[config.mk]
export PLATFORM = sky130hd
export DESIGN_NAME = efm_fault_monitor
export DESIGN_NICKNAME = d
export VERILOG_FILES = /design/src/rtl/efm_pkg.sv /design/src/rtl/efm_fault_monitor.sv
export SDC_FILE = /design/constraint.sdc
export NUM_CORES = 2
export LEC_CHECK = 0
export BUFFER_PORTS_ARGS = -buffer_cell sky130_fd_sc_hd__buf_4
export CORE_AREA = 5 5 317 381
export DETAILED_ROUTE_END_ITERATION = 10
export DIE_AREA = 0 0 322 386
export PLACE_DENSITY_LB_ADDON = 0.2
export SYNTH_ARGS = -nofsm -noshare
export SYNTH_HDL_FRONTEND = slang
export SYNTH_SLANG_ARGS = --single-unit
[constraint.sdc]
create_clock -name aclk -period 3.35 [get_ports aclk]
set_clock_uncertainty 0.15 [all_clocks]
set_input_delay 0.67 -clock aclk [delete_from_list [all_inputs] [get_ports aclk]]
set_output_delay 0.67 -clock aclk [all_outputs]
set_load 0.02 [all_outputs]
[src/rtl/efm_pkg.sv]
// Purpose: constants for the engine fault monitor
// Assumes: 100 MHz aclk, AXI4-Lite register access
// Notes:   fault vector bit positions are fixed by the code lookup
package efm_pkg;
	localparam int          NUM_FLT          = 31;
	localparam int          FLT_OIL_NET      = 20;
	localparam int          AXI_AW           = 8;
	// ****************************************************************
	// register map
	// ****************************************************************
	localparam logic [7:0]  ADDR_STATUS      = 8'h00;
	localparam logic [7:0]  ADDR_ACTIVE      = 8'h04;
	localparam logic [7:0]  ADDR_STORED      = 8'h08;
	localparam logic [7:0]  ADDR_LATCH       = 8'h0C;
	localparam logic [7:0]  ADDR_DELAY       = 8'h10;
	localparam logic [7:0]  ADDR_WARN        = 8'h14;
	localparam logic [7:0]  ADDR_CLEAR       = 8'h18;
	localparam logic [7:0]  ADDR_QUERY       = 8'h1C;
	localparam logic [1:0]  RESP_OKAY        = 2'h0;
	localparam logic [1:0]  RESP_SLVERR      = 2'h2;
	localparam logic [30:0] LATCH_RST        = 31'h0000_0000;
	localparam logic [15:0] LAMP_DELAY_RST   = 16'h0000;
	localparam logic [15:0] LAMP_DELAY_MAX   = 16'hEA60;
	localparam int          W_OVERTEMP       = 0;
	localparam int          W_LOW_VOLT       = 1;
	localparam int          W_GEN1           = 2;
	localparam int          W_GEN2           = 3;
	localparam int          W_LOW_OIL        = 4;
	// ****************************************************************
	// trouble code numbers
	// ****************************************************************
	localparam logic [7:0]  CODE_COOLANT_HI  = 8'h0E;
	localparam logic [7:0]  CODE_COOLANT_LO  = 8'h0F;
	localparam logic [7:0]  CODE_THROT_HI    = 8'h15;
	localparam logic [7:0]  CODE_THROT_LO    = 8'h16;
	localparam logic [7:0]  CODE_IAT_HI      = 8'h17;
	localparam logic [7:0]  CODE_IAT_LO      = 8'h19;
	localparam logic [7:0]  CODE_MAP_HI      = 8'h21;
	localparam logic [7:0]  CODE_MAP_LO      = 8'h22;
	localparam logic [7:0]  CODE_IGN         = 8'h29;
	localparam logic [7:0]  CODE_KNOCK       = 8'h2C;
	localparam logic [7:0]  CODE_CHECKSUM    = 8'h33;
	localparam logic [7:0]  CODE_OIL_CAT     = 8'h51;
	// ****************************************************************
	// thresholds and timing
	// ****************************************************************
	localparam logic signed [9:0] OVERTEMP_F = 10'h0DC;
	localparam logic [7:0]  LOW_VOLT_DV      = 8'h64;
	localparam logic [7:0]  OIL_LOW_PSI      = 8'h0A;
	localparam logic [13:0] RPM_REDUCE_ON    = 14'h07D0;
	localparam logic [13:0] RPM_REDUCE_OFF   = 14'h04B0;
	localparam logic [5:0]  AGE_STARTS       = 6'h32;
	localparam int          CLK_PERIOD_NS    = 10;
	localparam int          TICK_PERIOD_NS   = 1000000;
	localparam int          TICK_CYCLES      = TICK_PERIOD_NS / CLK_PERIOD_NS;
endpackage

[src/rtl/efm_fault_monitor.sv]
// Purpose: fault lamp, stored trouble codes, logged warnings, power reduction
// Assumes: fault flags and engine data are synchronous to aclk
// Notes:   aresetn is power-on reset; ignition_on marks each ignition cycle
//
// Our own choices: the address map and register access over AXI4-Lite.
`timescale 1ns/1ps
// Contract
// - lamp lit while any malfunction present
// - lamp off when fault clears, code kept
// - erase code after 50 clean engine starts
// - lamp delay calibratable, immediate to one minute
// - latching code holds lamp whole ignition cycle
// - refuse clearing latching code set this cycle
// - coolant codes 14/15, intake air 23/25
// - throttle codes 21/22, manifold pressure 33/34
// - code 41 per ignition channel A-H
// - code 44 per knock input 1, 2
// - code 51 on calibration checksum mismatch
// - code 81 on exhaust overtemperature switch
// - code 81 crank, cam, supply, reference faults
// - code 81 fuel pump relay high, low/open
// - code 81 injector banks A/B high, low/open
// - warnings never light lamp
// - warnings cleared like trouble codes
// - coolant over 220F: warning plus reduction
// - supply under 10V: warning only
// - trans/oil switch closed: warning plus reduction
// - network oil under 10psi: warning, reduction, 81
// - reduction above 2000rpm, restore below 1200rpm
// - reduction fires only one injector bank
module efm_fault_monitor
	import efm_pkg::*;
#(
	parameter int unsigned TICK_CYC = efm_pkg::TICK_CYCLES
) (
	input  wire logic                       aclk,
	input  wire logic                       aresetn,
	input  wire logic [efm_pkg::AXI_AW-1:0] s_axi_awaddr,
	input  wire logic                       s_axi_awvalid,
	output      logic                       s_axi_awready,
	input  wire logic [31:0]                s_axi_wdata,
	input  wire logic [3:0]                 s_axi_wstrb,
	input  wire logic                       s_axi_wvalid,
	output      logic                       s_axi_wready,
	output      logic [1:0]                 s_axi_bresp,
	output      logic                       s_axi_bvalid,
	input  wire logic                       s_axi_bready,
	input  wire logic [efm_pkg::AXI_AW-1:0] s_axi_araddr,
	input  wire logic                       s_axi_arvalid,
	output      logic                       s_axi_arready,
	output      logic [31:0]                s_axi_rdata,
	output      logic [1:0]                 s_axi_rresp,
	output      logic                       s_axi_rvalid,
	input  wire logic                       s_axi_rready,
	input  wire logic [30:0]                fault_flags,
	input  wire logic                       oil_net_present,
	input  wire logic [7:0]                 oil_psi,
	input  wire logic signed [9:0]          coolant_temp_f,
	input  wire logic [7:0]                 supply_dv,
	input  wire logic                       trans_sw_closed,
	input  wire logic                       oil_sw_closed,
	input  wire logic [13:0]                engine_rpm,
	input  wire logic                       engine_start,
	input  wire logic                       ignition_on,
	output      logic                       fault_lamp,
	output      logic                       reduction_active,
	output      logic                       inj_bank_a_en,
	output      logic                       inj_bank_b_en
);
	import efm_pkg::*;

	// ****************************************************************
	// state
	// ****************************************************************
	typedef struct packed {
		logic [16:0]       tick_cnt;
		logic              tick;
		logic [30:0][15:0] dly_cnt;
		logic [30:0][5:0]  age;
		logic [30:0]       qual;
		logic [30:0]       stored;
		logic [30:0]       recur;
		logic [30:0]       cycle_set;
		logic [30:0]       lamp_latch;
		logic [30:0]       latch_class;
		logic [4:0]        warn;
		logic [15:0]       lamp_delay;
		logic [4:0]        query_idx;
		logic              reduce;
		logic              lamp;
		logic              refused;
		logic              bvalid;
		logic [1:0]        bresp;
		logic              rvalid;
		logic [1:0]        rresp;
		logic [31:0]       rdata;
	} efm_state_t;

	efm_state_t s_reg;
	efm_state_t s_next;
	logic [30:0] cond;
	logic [30:0] qnow;
	logic [30:0] keep;
	logic [4:0]  warn_now;
	logic        oil_low;
	logic        reduce_en;
	logic        wr_go;
	logic        rd_go;
	logic        clr;
	logic [31:0] wtmp;

	function automatic logic [31:0] wmerge(input logic [31:0] o, input logic [31:0] d, input logic [3:0] st);
		logic [31:0] r;
		r = o;
		for (int b = 0; b < 4; b++) begin
			if (st[b]) begin
				r[b*8 +: 8] = d[b*8 +: 8];
			end
		end
		return r;
	endfunction

	// returns {sub-index, code number} for a fault bit position
	function automatic logic [15:0] code_of(input logic [4:0] idx);
		logic [15:0] r;
		r = 16'h0000;
		unique case (idx) inside
			5'd0:        r = {8'h00, CODE_COOLANT_HI};
			5'd1:        r = {8'h00, CODE_COOLANT_LO};
			5'd4:        r = {8'h00, CODE_IAT_HI};
			5'd5:        r = {8'h00, CODE_IAT_LO};
			5'd2:        r = {8'h00, CODE_THROT_HI};
			5'd3:        r = {8'h00, CODE_THROT_LO};
			5'd6:        r = {8'h00, CODE_MAP_HI};
			5'd7:        r = {8'h00, CODE_MAP_LO};
			[5'd8:5'd15]: r = {3'h0, idx - 5'd8, CODE_IGN};
			[5'd16:5'd17]: r = {3'h0, idx - 5'd16, CODE_KNOCK};
			5'd18:       r = {8'h00, CODE_CHECKSUM};
			5'd19:       r = {8'h00, CODE_OIL_CAT};
			5'd20:       r = {8'h01, CODE_OIL_CAT};
			[5'd21:5'd24]: r = {3'h0, idx - 5'd19, CODE_OIL_CAT};
			[5'd25:5'd26]: r = {3'h0, idx - 5'd19, CODE_OIL_CAT};
			[5'd27:5'd30]: r = {3'h0, idx - 5'd19, CODE_OIL_CAT};
			default:     r = 16'h0000;
		endcase
		return r;
	endfunction

	assign s_axi_awready    = wr_go;
	assign s_axi_wready     = wr_go;
	assign s_axi_bvalid     = s_reg.bvalid;
	assign s_axi_bresp      = s_reg.bresp;
	assign s_axi_arready    = ~s_reg.rvalid;
	assign s_axi_rvalid     = s_reg.rvalid;
	assign s_axi_rresp      = s_reg.rresp;
	assign s_axi_rdata      = s_reg.rdata;
	assign fault_lamp       = s_reg.lamp;
	assign reduction_active = s_reg.reduce;
	// bank a always fires; reduction drops bank b only
	assign inj_bank_a_en    = 1'b1;
	assign inj_bank_b_en    = ~s_reg.reduce;

	// ****************************************************************
	// next state
	// ****************************************************************
	always_comb begin
		s_next = s_reg;
		wr_go = s_axi_awvalid & s_axi_wvalid & ~s_reg.bvalid;
		rd_go = s_axi_arvalid & ~s_reg.rvalid;
		clr = wr_go && (s_axi_awaddr == ADDR_CLEAR) && s_axi_wstrb[0] && s_axi_wdata[0];
		wtmp = 32'h0000_0000;
		// 1 ms tick for the lamp delay
		if (s_reg.tick_cnt == 17'(TICK_CYC - 1)) begin
			s_next.tick_cnt = 17'h00000;
			s_next.tick = 1'b1;
		end else begin
			s_next.tick_cnt = s_reg.tick_cnt + 17'h00001;
			s_next.tick = 1'b0;
		end
		oil_low = oil_net_present && (oil_psi < OIL_LOW_PSI);
		cond = fault_flags;
		cond[FLT_OIL_NET] = fault_flags[FLT_OIL_NET] | oil_low;
		// fault qualification after the calibrated delay
		for (int i = 0; i < NUM_FLT; i++) begin
			qnow[i] = cond[i] && (s_reg.dly_cnt[i] >= s_reg.lamp_delay);
			if (!cond[i]) begin
				s_next.dly_cnt[i] = 16'h0000;
			// counter freezes once qualified, so it cannot wrap
			end else if (!qnow[i] && s_reg.tick) begin
				s_next.dly_cnt[i] = s_reg.dly_cnt[i] + 16'h0001;
			end
		end
		s_next.qual = qnow;
		// aging over engine starts
		if (engine_start) begin
			for (int i = 0; i < NUM_FLT; i++) begin
				if (s_reg.stored[i]) begin
					if (s_reg.recur[i]) begin
						s_next.age[i] = 6'h00;
					end else if (s_reg.age[i] == AGE_STARTS - 6'h01) begin
						s_next.stored[i] = 1'b0;
						s_next.age[i] = 6'h00;
					end else begin
						s_next.age[i] = s_reg.age[i] + 6'h01;
					end
				end
			end
			s_next.recur = 31'h0000_0000;
		end
		// clear request; latching codes of this cycle survive
		keep = s_reg.latch_class & s_reg.cycle_set;
		if (clr) begin
			s_next.stored = s_next.stored & keep;
			s_next.warn = 5'h00;
			s_next.refused = |(s_reg.stored & keep);
			for (int i = 0; i < NUM_FLT; i++) begin
				if (!keep[i]) begin
					s_next.age[i] = 6'h00;
				end
			end
		end
		if (ignition_on) begin
			s_next.cycle_set = 31'h0000_0000;
			s_next.lamp_latch = 31'h0000_0000;
		end
		// new events win over any clear in the same cycle
		s_next.stored = s_next.stored | qnow;
		s_next.recur = s_next.recur | qnow;
		s_next.cycle_set = s_next.cycle_set | qnow;
		s_next.lamp_latch = s_next.lamp_latch | (qnow & s_reg.latch_class);
		for (int i = 0; i < NUM_FLT; i++) begin
			if (qnow[i]) begin
				s_next.age[i] = 6'h00;
			end
		end
		s_next.lamp = |s_next.qual | |s_next.lamp_latch;
		// logged warnings
		warn_now[W_OVERTEMP] = coolant_temp_f > OVERTEMP_F;
		warn_now[W_LOW_VOLT] = supply_dv < LOW_VOLT_DV;
		warn_now[W_GEN1] = trans_sw_closed;
		warn_now[W_GEN2] = oil_sw_closed;
		warn_now[W_LOW_OIL] = oil_low;
		s_next.warn = s_next.warn | warn_now;
		reduce_en = warn_now[W_OVERTEMP] | warn_now[W_GEN1] | warn_now[W_GEN2] | warn_now[W_LOW_OIL];
		// hysteresis: between the two speeds the mode holds
		if (engine_rpm < RPM_REDUCE_OFF) begin
			s_next.reduce = 1'b0;
		end else if (reduce_en && (engine_rpm > RPM_REDUCE_ON)) begin
			s_next.reduce = 1'b1;
		end
		// ************************************************************
		// register bus
		// ************************************************************
		if (s_reg.bvalid && s_axi_bready) begin
			s_next.bvalid = 1'b0;
		end
		if (wr_go) begin
			s_next.bvalid = 1'b1;
			s_next.bresp = RESP_OKAY;
			unique case (s_axi_awaddr)
				ADDR_LATCH: begin
					wtmp = wmerge({1'b0, s_reg.latch_class}, s_axi_wdata, s_axi_wstrb);
					s_next.latch_class = wtmp[30:0];
				end
				ADDR_DELAY: begin
					wtmp = wmerge({16'h0000, s_reg.lamp_delay}, s_axi_wdata, s_axi_wstrb);
					s_next.lamp_delay = (wtmp[15:0] > LAMP_DELAY_MAX) ? LAMP_DELAY_MAX : wtmp[15:0];
				end
				ADDR_QUERY: begin
					wtmp = wmerge({27'h0000000, s_reg.query_idx}, s_axi_wdata, s_axi_wstrb);
					s_next.query_idx = wtmp[4:0];
				end
				ADDR_STATUS, ADDR_ACTIVE, ADDR_STORED, ADDR_WARN, ADDR_CLEAR: begin
					s_next.bresp = RESP_OKAY;
				end
				default: s_next.bresp = RESP_SLVERR;
			endcase
		end
		if (s_reg.rvalid && s_axi_rready) begin
			s_next.rvalid = 1'b0;
		end
		if (rd_go) begin
			s_next.rvalid = 1'b1;
			s_next.rresp = RESP_OKAY;
			unique case (s_axi_araddr)
				ADDR_STATUS: s_next.rdata = {28'h0000000, s_reg.refused, reduce_en, s_reg.reduce, s_reg.lamp};
				ADDR_ACTIVE: s_next.rdata = {1'b0, cond};
				ADDR_STORED: s_next.rdata = {1'b0, s_reg.stored};
				ADDR_LATCH:  s_next.rdata = {1'b0, s_reg.latch_class};
				ADDR_DELAY:  s_next.rdata = {16'h0000, s_reg.lamp_delay};
				ADDR_WARN:   s_next.rdata = {27'h0000000, s_reg.warn};
				ADDR_CLEAR:  s_next.rdata = 32'h0000_0000;
				ADDR_QUERY:  s_next.rdata = {11'h000, s_reg.query_idx, code_of(s_reg.query_idx)};
				default: begin
					s_next.rdata = 32'h0000_0000;
					s_next.rresp = RESP_SLVERR;
				end
			endcase
		end
	end

	always_ff @(posedge aclk) begin
		if (!aresetn) begin
			s_reg <= '0;
			s_reg.latch_class <= LATCH_RST;
			s_reg.lamp_delay <= LAMP_DELAY_RST;
		end else begin
			s_reg <= s_next;
		end
	end
endmodule // efm_fault_monitor

### Yosys cells after proc, flatten, opt, wreduce, memory -nomap -nowiden

Cells that the tools add are included.

| cells by class | value |
|---|---|
| add/sub/neg operators | 66 |
| order comparisons | 47 |
| eq/ne operators | 56 |
| multiplexer cells | 239 |
| bitwise gates (word level) | 21 |
| reductions and logical operators | 186 |

Operators by type and width:

| operator | count |
|---|---|
| 6-bit 2-to-1 mux | 124 |
| 16-bit by 1-bit adder with 16-bit output (second input constant) | 31 |
| 16-bit greater-or-equal comparator | 31 |
| 186-bit 2-to-1 mux | 2 |
| 31-bit case mux with 7 select lines | 1 |
| 6-bit by 1-bit adder with 6-bit output (second input constant) | 31 |
| 6-bit equality test (second input constant) | 31 |
| 13-bit case mux with 14 select lines | 1 |
| 31-bit AND | 4 |
| 62-bit 2-to-1 mux | 2 |
| 31-bit bitwise OR | 4 |
| 1-bit 2-to-1 mux | 96 |
| 31-bit OR reduction | 3 |
| 1-bit logical AND | 74 |
| 2-bit OR reduction | 33 |
| 8-bit by 5-bit equality test with 1-bit output (second input constant) | 8 |
| 2-bit AND reduction | 32 |
| 8-bit 2-to-1 mux | 6 |
| 35-bit 2-to-1 mux | 1 |
| 8-bit by 4-bit equality test with 1-bit output (second input constant) | 4 |
| 1-bit logical NOT | 31 |
| 31-bit 2-to-1 mux | 1 |
| 5-bit by 3-bit equality test with 1-bit output (second input constant) | 4 |
| 5-bit greater-or-equal comparator (second input constant) | 4 |
| 31 further kinds | 56 |

| word-level totals | value |
|---|---|
| register bits after elaboration | 922 |
| output and inout bits | 45 |
| logic and storage cells | 698 |

### Longest topological paths before layout

| depth | value |
|---|---|
| word-level depth | 8 |
| mapped depth | 13 |

### Worst setup path before layout

No wires, ideal clock.

| path | value |
|---|---|
| kind | reg2reg |
| start point | register s_reg[46] in the netlist's numbering |
| end point | register s_reg (netlist bit fault_lamp) |
| arrival time | 3.312 ns |
| required time | 3.075 ns |
| slack | -0.237 ns |
| stages on the path, launching flop included | 11 |
| path through | dfxtp_1 ha_1 or3b_2 o2111ai_1 a31oi_1 a211o_1 a31oi_4 nand4_1 nor4bb_1 nand3_1 o41a_1 |

| on the way | value |
|---|---|
| word-level cells in the longest chain between the ends | 6 |
| elaborated cells on any way between the ends | 67 |

Ends and longest elaborated chain:

| element | line | source |
|---|---|---|
| from (decl) | efm_fault_monitor.sv:99 | `efm_state_t s_reg;` |
| from (signal assigned) | efm_fault_monitor.sv:308 | `s_reg <= s_next;` |
| 16-bit greater-or-equal comparator | efm_fault_monitor.sv:185 | `qnow[i] = cond[i] && (s_reg.dly_cnt[i] >= s_reg.lamp_delay);` |
| 1-bit logical AND | efm_fault_monitor.sv:185 |  |
| 31-bit AND | efm_fault_monitor.sv:230 | `s_next.lamp_latch = s_next.lamp_latch \| (qnow & s_reg.latch_class);` |
| 31-bit bitwise OR | efm_fault_monitor.sv:230 |  |
| 31-bit OR reduction | efm_fault_monitor.sv:236 | `s_next.lamp = \|s_next.qual \| \|s_next.lamp_latch;` |
| 1-bit bitwise OR (*) | efm_fault_monitor.sv:236 |  |

Mark *: on every way between the ends. The rest lies on a longest branch, timed or not.
A chain may end at the register's enable or synchronous reset.

### Worst setup path in the final report

| path | value |
|---|---|
| start point | register s_reg[49] in the netlist's numbering |
| end point | register s_reg (netlist bit fault_lamp) |

Same word-level chain as after synthesis.

==> results.sh <==
export IMPL_outcome="complete, no violations"
export IMPL_clock_fmax_ghz=0.299
export IMPL_clkTransAtPathRegs_ns=0.06
export IMPL_hold_path_end="s_reg[80]$_SDFFE_PN0P_"
export IMPL_grt_use_met3_pct=2.78
export IMPL_via_per_inst=5.65
export IMPL_setup_violations=0
export IMPL_placementRows=138
export IMPL_synth_ff_type="dfxtp_1"
export IMPL_busiest_layer="met2"
export IMPL_yosysTopAreaCell="dfxtp_1"
export IMPL_min_period_ns=3.34
export IMPL_cts_root_buf="clkbuf_16"
export IMPL_grt_pass1_wl_um=243000
export IMPL_die_width_um=322
export IMPL_cp_slowest_stage_delay_ns=0.38
export IMPL_io_pin_count=180
export IMPL_slowest_stage="o41a_1"
export IMPL_ys_top_cells_by_area="dfxtp_1 (35%), ha_1 (14%), nor2_1 (6.3%), xor2_1 (5.7%), a21oi_1 (4.8%)"
export IMPL_yosysUniqueCellTypes=89
export IMPL_antenna_found_initial=3
export IMPL_drt_iter0_drc=3000
export IMPL_grt_ovfl_total=0
export IMPL_io_buffers=171
export IMPL_grt_max_degree=102
export IMPL_fin_nets=7306
export IMPL_met1_usage_pct=31.7
export IMPL_finalHoldViolations=0
export IMPL_globalplace_congestion=0.923
export IMPL_ff2ff_setup_slack_ns=0.009
export IMPL_ant_nets=0
export IMPL_reg2reg_depth=15
export IMPL_p_int_w=0.0186
export IMPL_worstMarginPinSlew_ns=0.815
export IMPL_final_cell_mix="dfxtp_1 (908), nor2_1 (877), ha_1 (596), nand2_1 (569), a21oi_1 (494)"
export IMPL_grt_pass1_vias=43400
export IMPL_avgSynthCellArea_um2=8.37
export IMPL_ys_ff_latch=919
export IMPL_seq_power_share_pct=45.9
export IMPL_crit_fanout=9
export IMPL_drc=0
export IMPL_grtUsageTotal_pct=24.4
export IMPL_worst_ep_arrival_time_ns=3.80
export IMPL_synth_cells=6216
export IMPL_synth_edf_count=0
export IMPL_layout_commonest_cell="dfxtp_1"
export IMPL_dr_pass1_iters=6
export IMPL_power_share_clock_pct=49.7
export IMPL_synth_top_cell_area_share_pct=35.4
export IMPL_ctsLongestPathBuffers=3
export IMPL_synth_seq_area_share_pct=35.4
export IMPL_hold_path_depth=3
export IMPL_rsz0062_at_grt="yes"
export IMPL_maxCapViolations=0
export IMPL_dpl_cell_count=7984
export IMPL_instances_no_fill=8191
export IMPL_cts_tree="built"
export IMPL_critPathKind="flip-flop to flip-flop"
export IMPL_ir_drop_v=0.000336
export IMPL_hold_class="input port to flip-flop"
export IMPL_clk_latency_ns=0.74
export IMPL_start_kind="flip-flop"
export IMPL_die_height_um=386
export IMPL_clock_sinks=919
export IMPL_dpl_hpwl_um=116000
export IMPL_slew_violations=0
export IMPL_p_leak_nw=23.8
export IMPL_slew_headroom_pct=44.2
export IMPL_area_growth_pct=17.4
export IMPL_sw_frac_of_total_pct=23.5
export IMPL_coreArea_um2=117000
export IMPL_htree_levels=3
export IMPL_die_area_um2=124000
export IMPL_hold_start="s_axi_wdata[13]"
export IMPL_antenna_cells=0
export IMPL_p_sw_w=0.00572
export IMPL_combPwrFrac_pct=4.4
export IMPL_initial_utilization_pct=44.4
export IMPL_drive_above_1_share_pct=11.4
export IMPL_crit_required_ns=3.81
export IMPL_vias=46300
export IMPL_yosysWarnings=0
export IMPL_finalCritPeriodShare_pct=99.7
export IMPL_cts_made_buffers=99
export IMPL_synth_area_um2=52000
export IMPL_drt_wl_total_um=158000
export IMPL_ys_async_sr_fraction_pct=0
export IMPL_largest_register_ffs=882
export IMPL_crit_chain="clkinvlp_4, buf_12, buf_12, ha_1, o211ai_1, a21oi_1, nor4_1, o21ai_1, a31oi_1, buf_4, buf_4, nor2_1, nor4bb_4, nand4_1, o41a_1"
export IMPL_wl_per_cell_um=19.3
export IMPL_r2r_end="fault_lamp$_SDFF_PN0_"
export IMPL_worstReg2RegStart="s_reg[49]$_SDFFE_PN0P_"
export IMPL_met2_usage_pct=41.4
export IMPL_endpoint_kind="flip-flop"
export IMPL_power_density_nw_per_um2=397
export IMPL_tns_ns=0
[logic make-up (layout without fill, tap and decap cells)]
kind of cell / Yosys count / after routing / share of synthesized area, %
AND/OR/NAND/NOR: 2647 / 2647 / 24.5
buffers and inverters: 392 / 825 / 3.14
XOR/XNOR: 504 / 504 / 8.49
adder cells (fa/ha/maj): 599 / 599 / 14.4
AO/OA/AOI/OAI: 1069 / 1069 / 12.5
other: 2 / 4 / 0.0144
multiplexers: 84 / 84 / 1.62
flip-flops: 919 / 919 / 35.4
[worst max-delay path by stage]
stage / cells past startpoint / from / end
2_1_floorplan: 11 / s_reg[47]$_SDFFE_PN0P_ / fault_lamp$_SDFF_PN0_
3_3_place_gp: 12 / s_reg[46]$_SDFFE_PN0P_ / fault_lamp$_SDFF_PN0_
3_5_place_dp: 14 / s_reg[47]$_SDFFE_PN0P_ / fault_lamp$_SDFF_PN0_
4_1_cts: 14 / s_reg[49]$_SDFFE_PN0P_ / fault_lamp$_SDFF_PN0_
5_1_grt: 14 / s_reg[51]$_SDFFE_PN0P_ / fault_lamp$_SDFF_PN0_
6_report: 15 / s_reg[49]$_SDFFE_PN0P_ / fault_lamp$_SDFF_PN0_
[layer usage]
| layer | routed length (um) | up-vias |
|---|---|---|
| met3 | 8470 | 273 |
| met4 | 6530 | 0 |
| li1 | - | 22800 |
| met5 | 0 | - |
| met2 | 73600 | 1189 |
| met1 | 69600 | 22000 |
[final cells by class]
class	instances	area [um^2]
fill	10900	56000
multi-input combinational	4907	32400
sequential	919	18400
timing repair buffer	465	3990
clock buffer	140	2860
tap	1540	1930
clock inverter	40	726
inverter	180	713
[what timing repair did]
item | in CTS | in global routing
pin swaps | 10 | 22
gates cloned | 0 | 0
endpoints found under the setup margin | 54 | 193
setup buffers | 1 | 17
hold buffers | 9 | 0
gates resized for setup | 25 | 101
hold endpoints to repair | 9 | 0
[Yosys cell counts, drive strengths merged, types with 84 or more instances]
cell and number:
ha 599, o21ai 167, xor2 338, nand2 570, or3 84, inv 179
dfxtp 919, and3 107, nand4 228, xnor2 166, nor3 133, clkbuf 153
nor2 880, a21oi 499, nand3 307
[through the flow]
stage | hold WS [ns] | cell area [um^2] | setup slack [ns] | total power, W | utilization (%)
finish | 0.0408 | 61100 | 0.00937 | 0.0243 | 52.2
floorplan | 0.286 | 52100 | 0.0116 | 0.0119 | -
global route | 0.0373 | 61100 | -0.147 | 0.0250 | 52.2
detailed placement | 0.308 | 56800 | -0.201 | 0.0124 | 48.5
global placement | 0.305 | 56800 | -0.0880 | 0.0124 | 48.5
CTS | 0.000420 | 60500 | -0.0692 | 0.0245 | 51.7
[worst max-delay path: cells and delay by family, from the launching register on]
kind            cells  cell delay, ns
compound gates      5            0.89
buf+inv             5            0.78
simple gates        4            0.72
flops               1            0.35
fa+ha+maj           1            0.31
[power by group through the flow]
stage               sequential, W  clock (W)  combinational (W)
global placement           0.0114          0            0.00103
global route               0.0112     0.0127            0.00114
floorplan                  0.0113          0           0.000510
finish                     0.0111     0.0121            0.00106
detailed placement         0.0114          0            0.00104
CTS                        0.0111     0.0123            0.00105
Power figures use the tool's default switching activity.
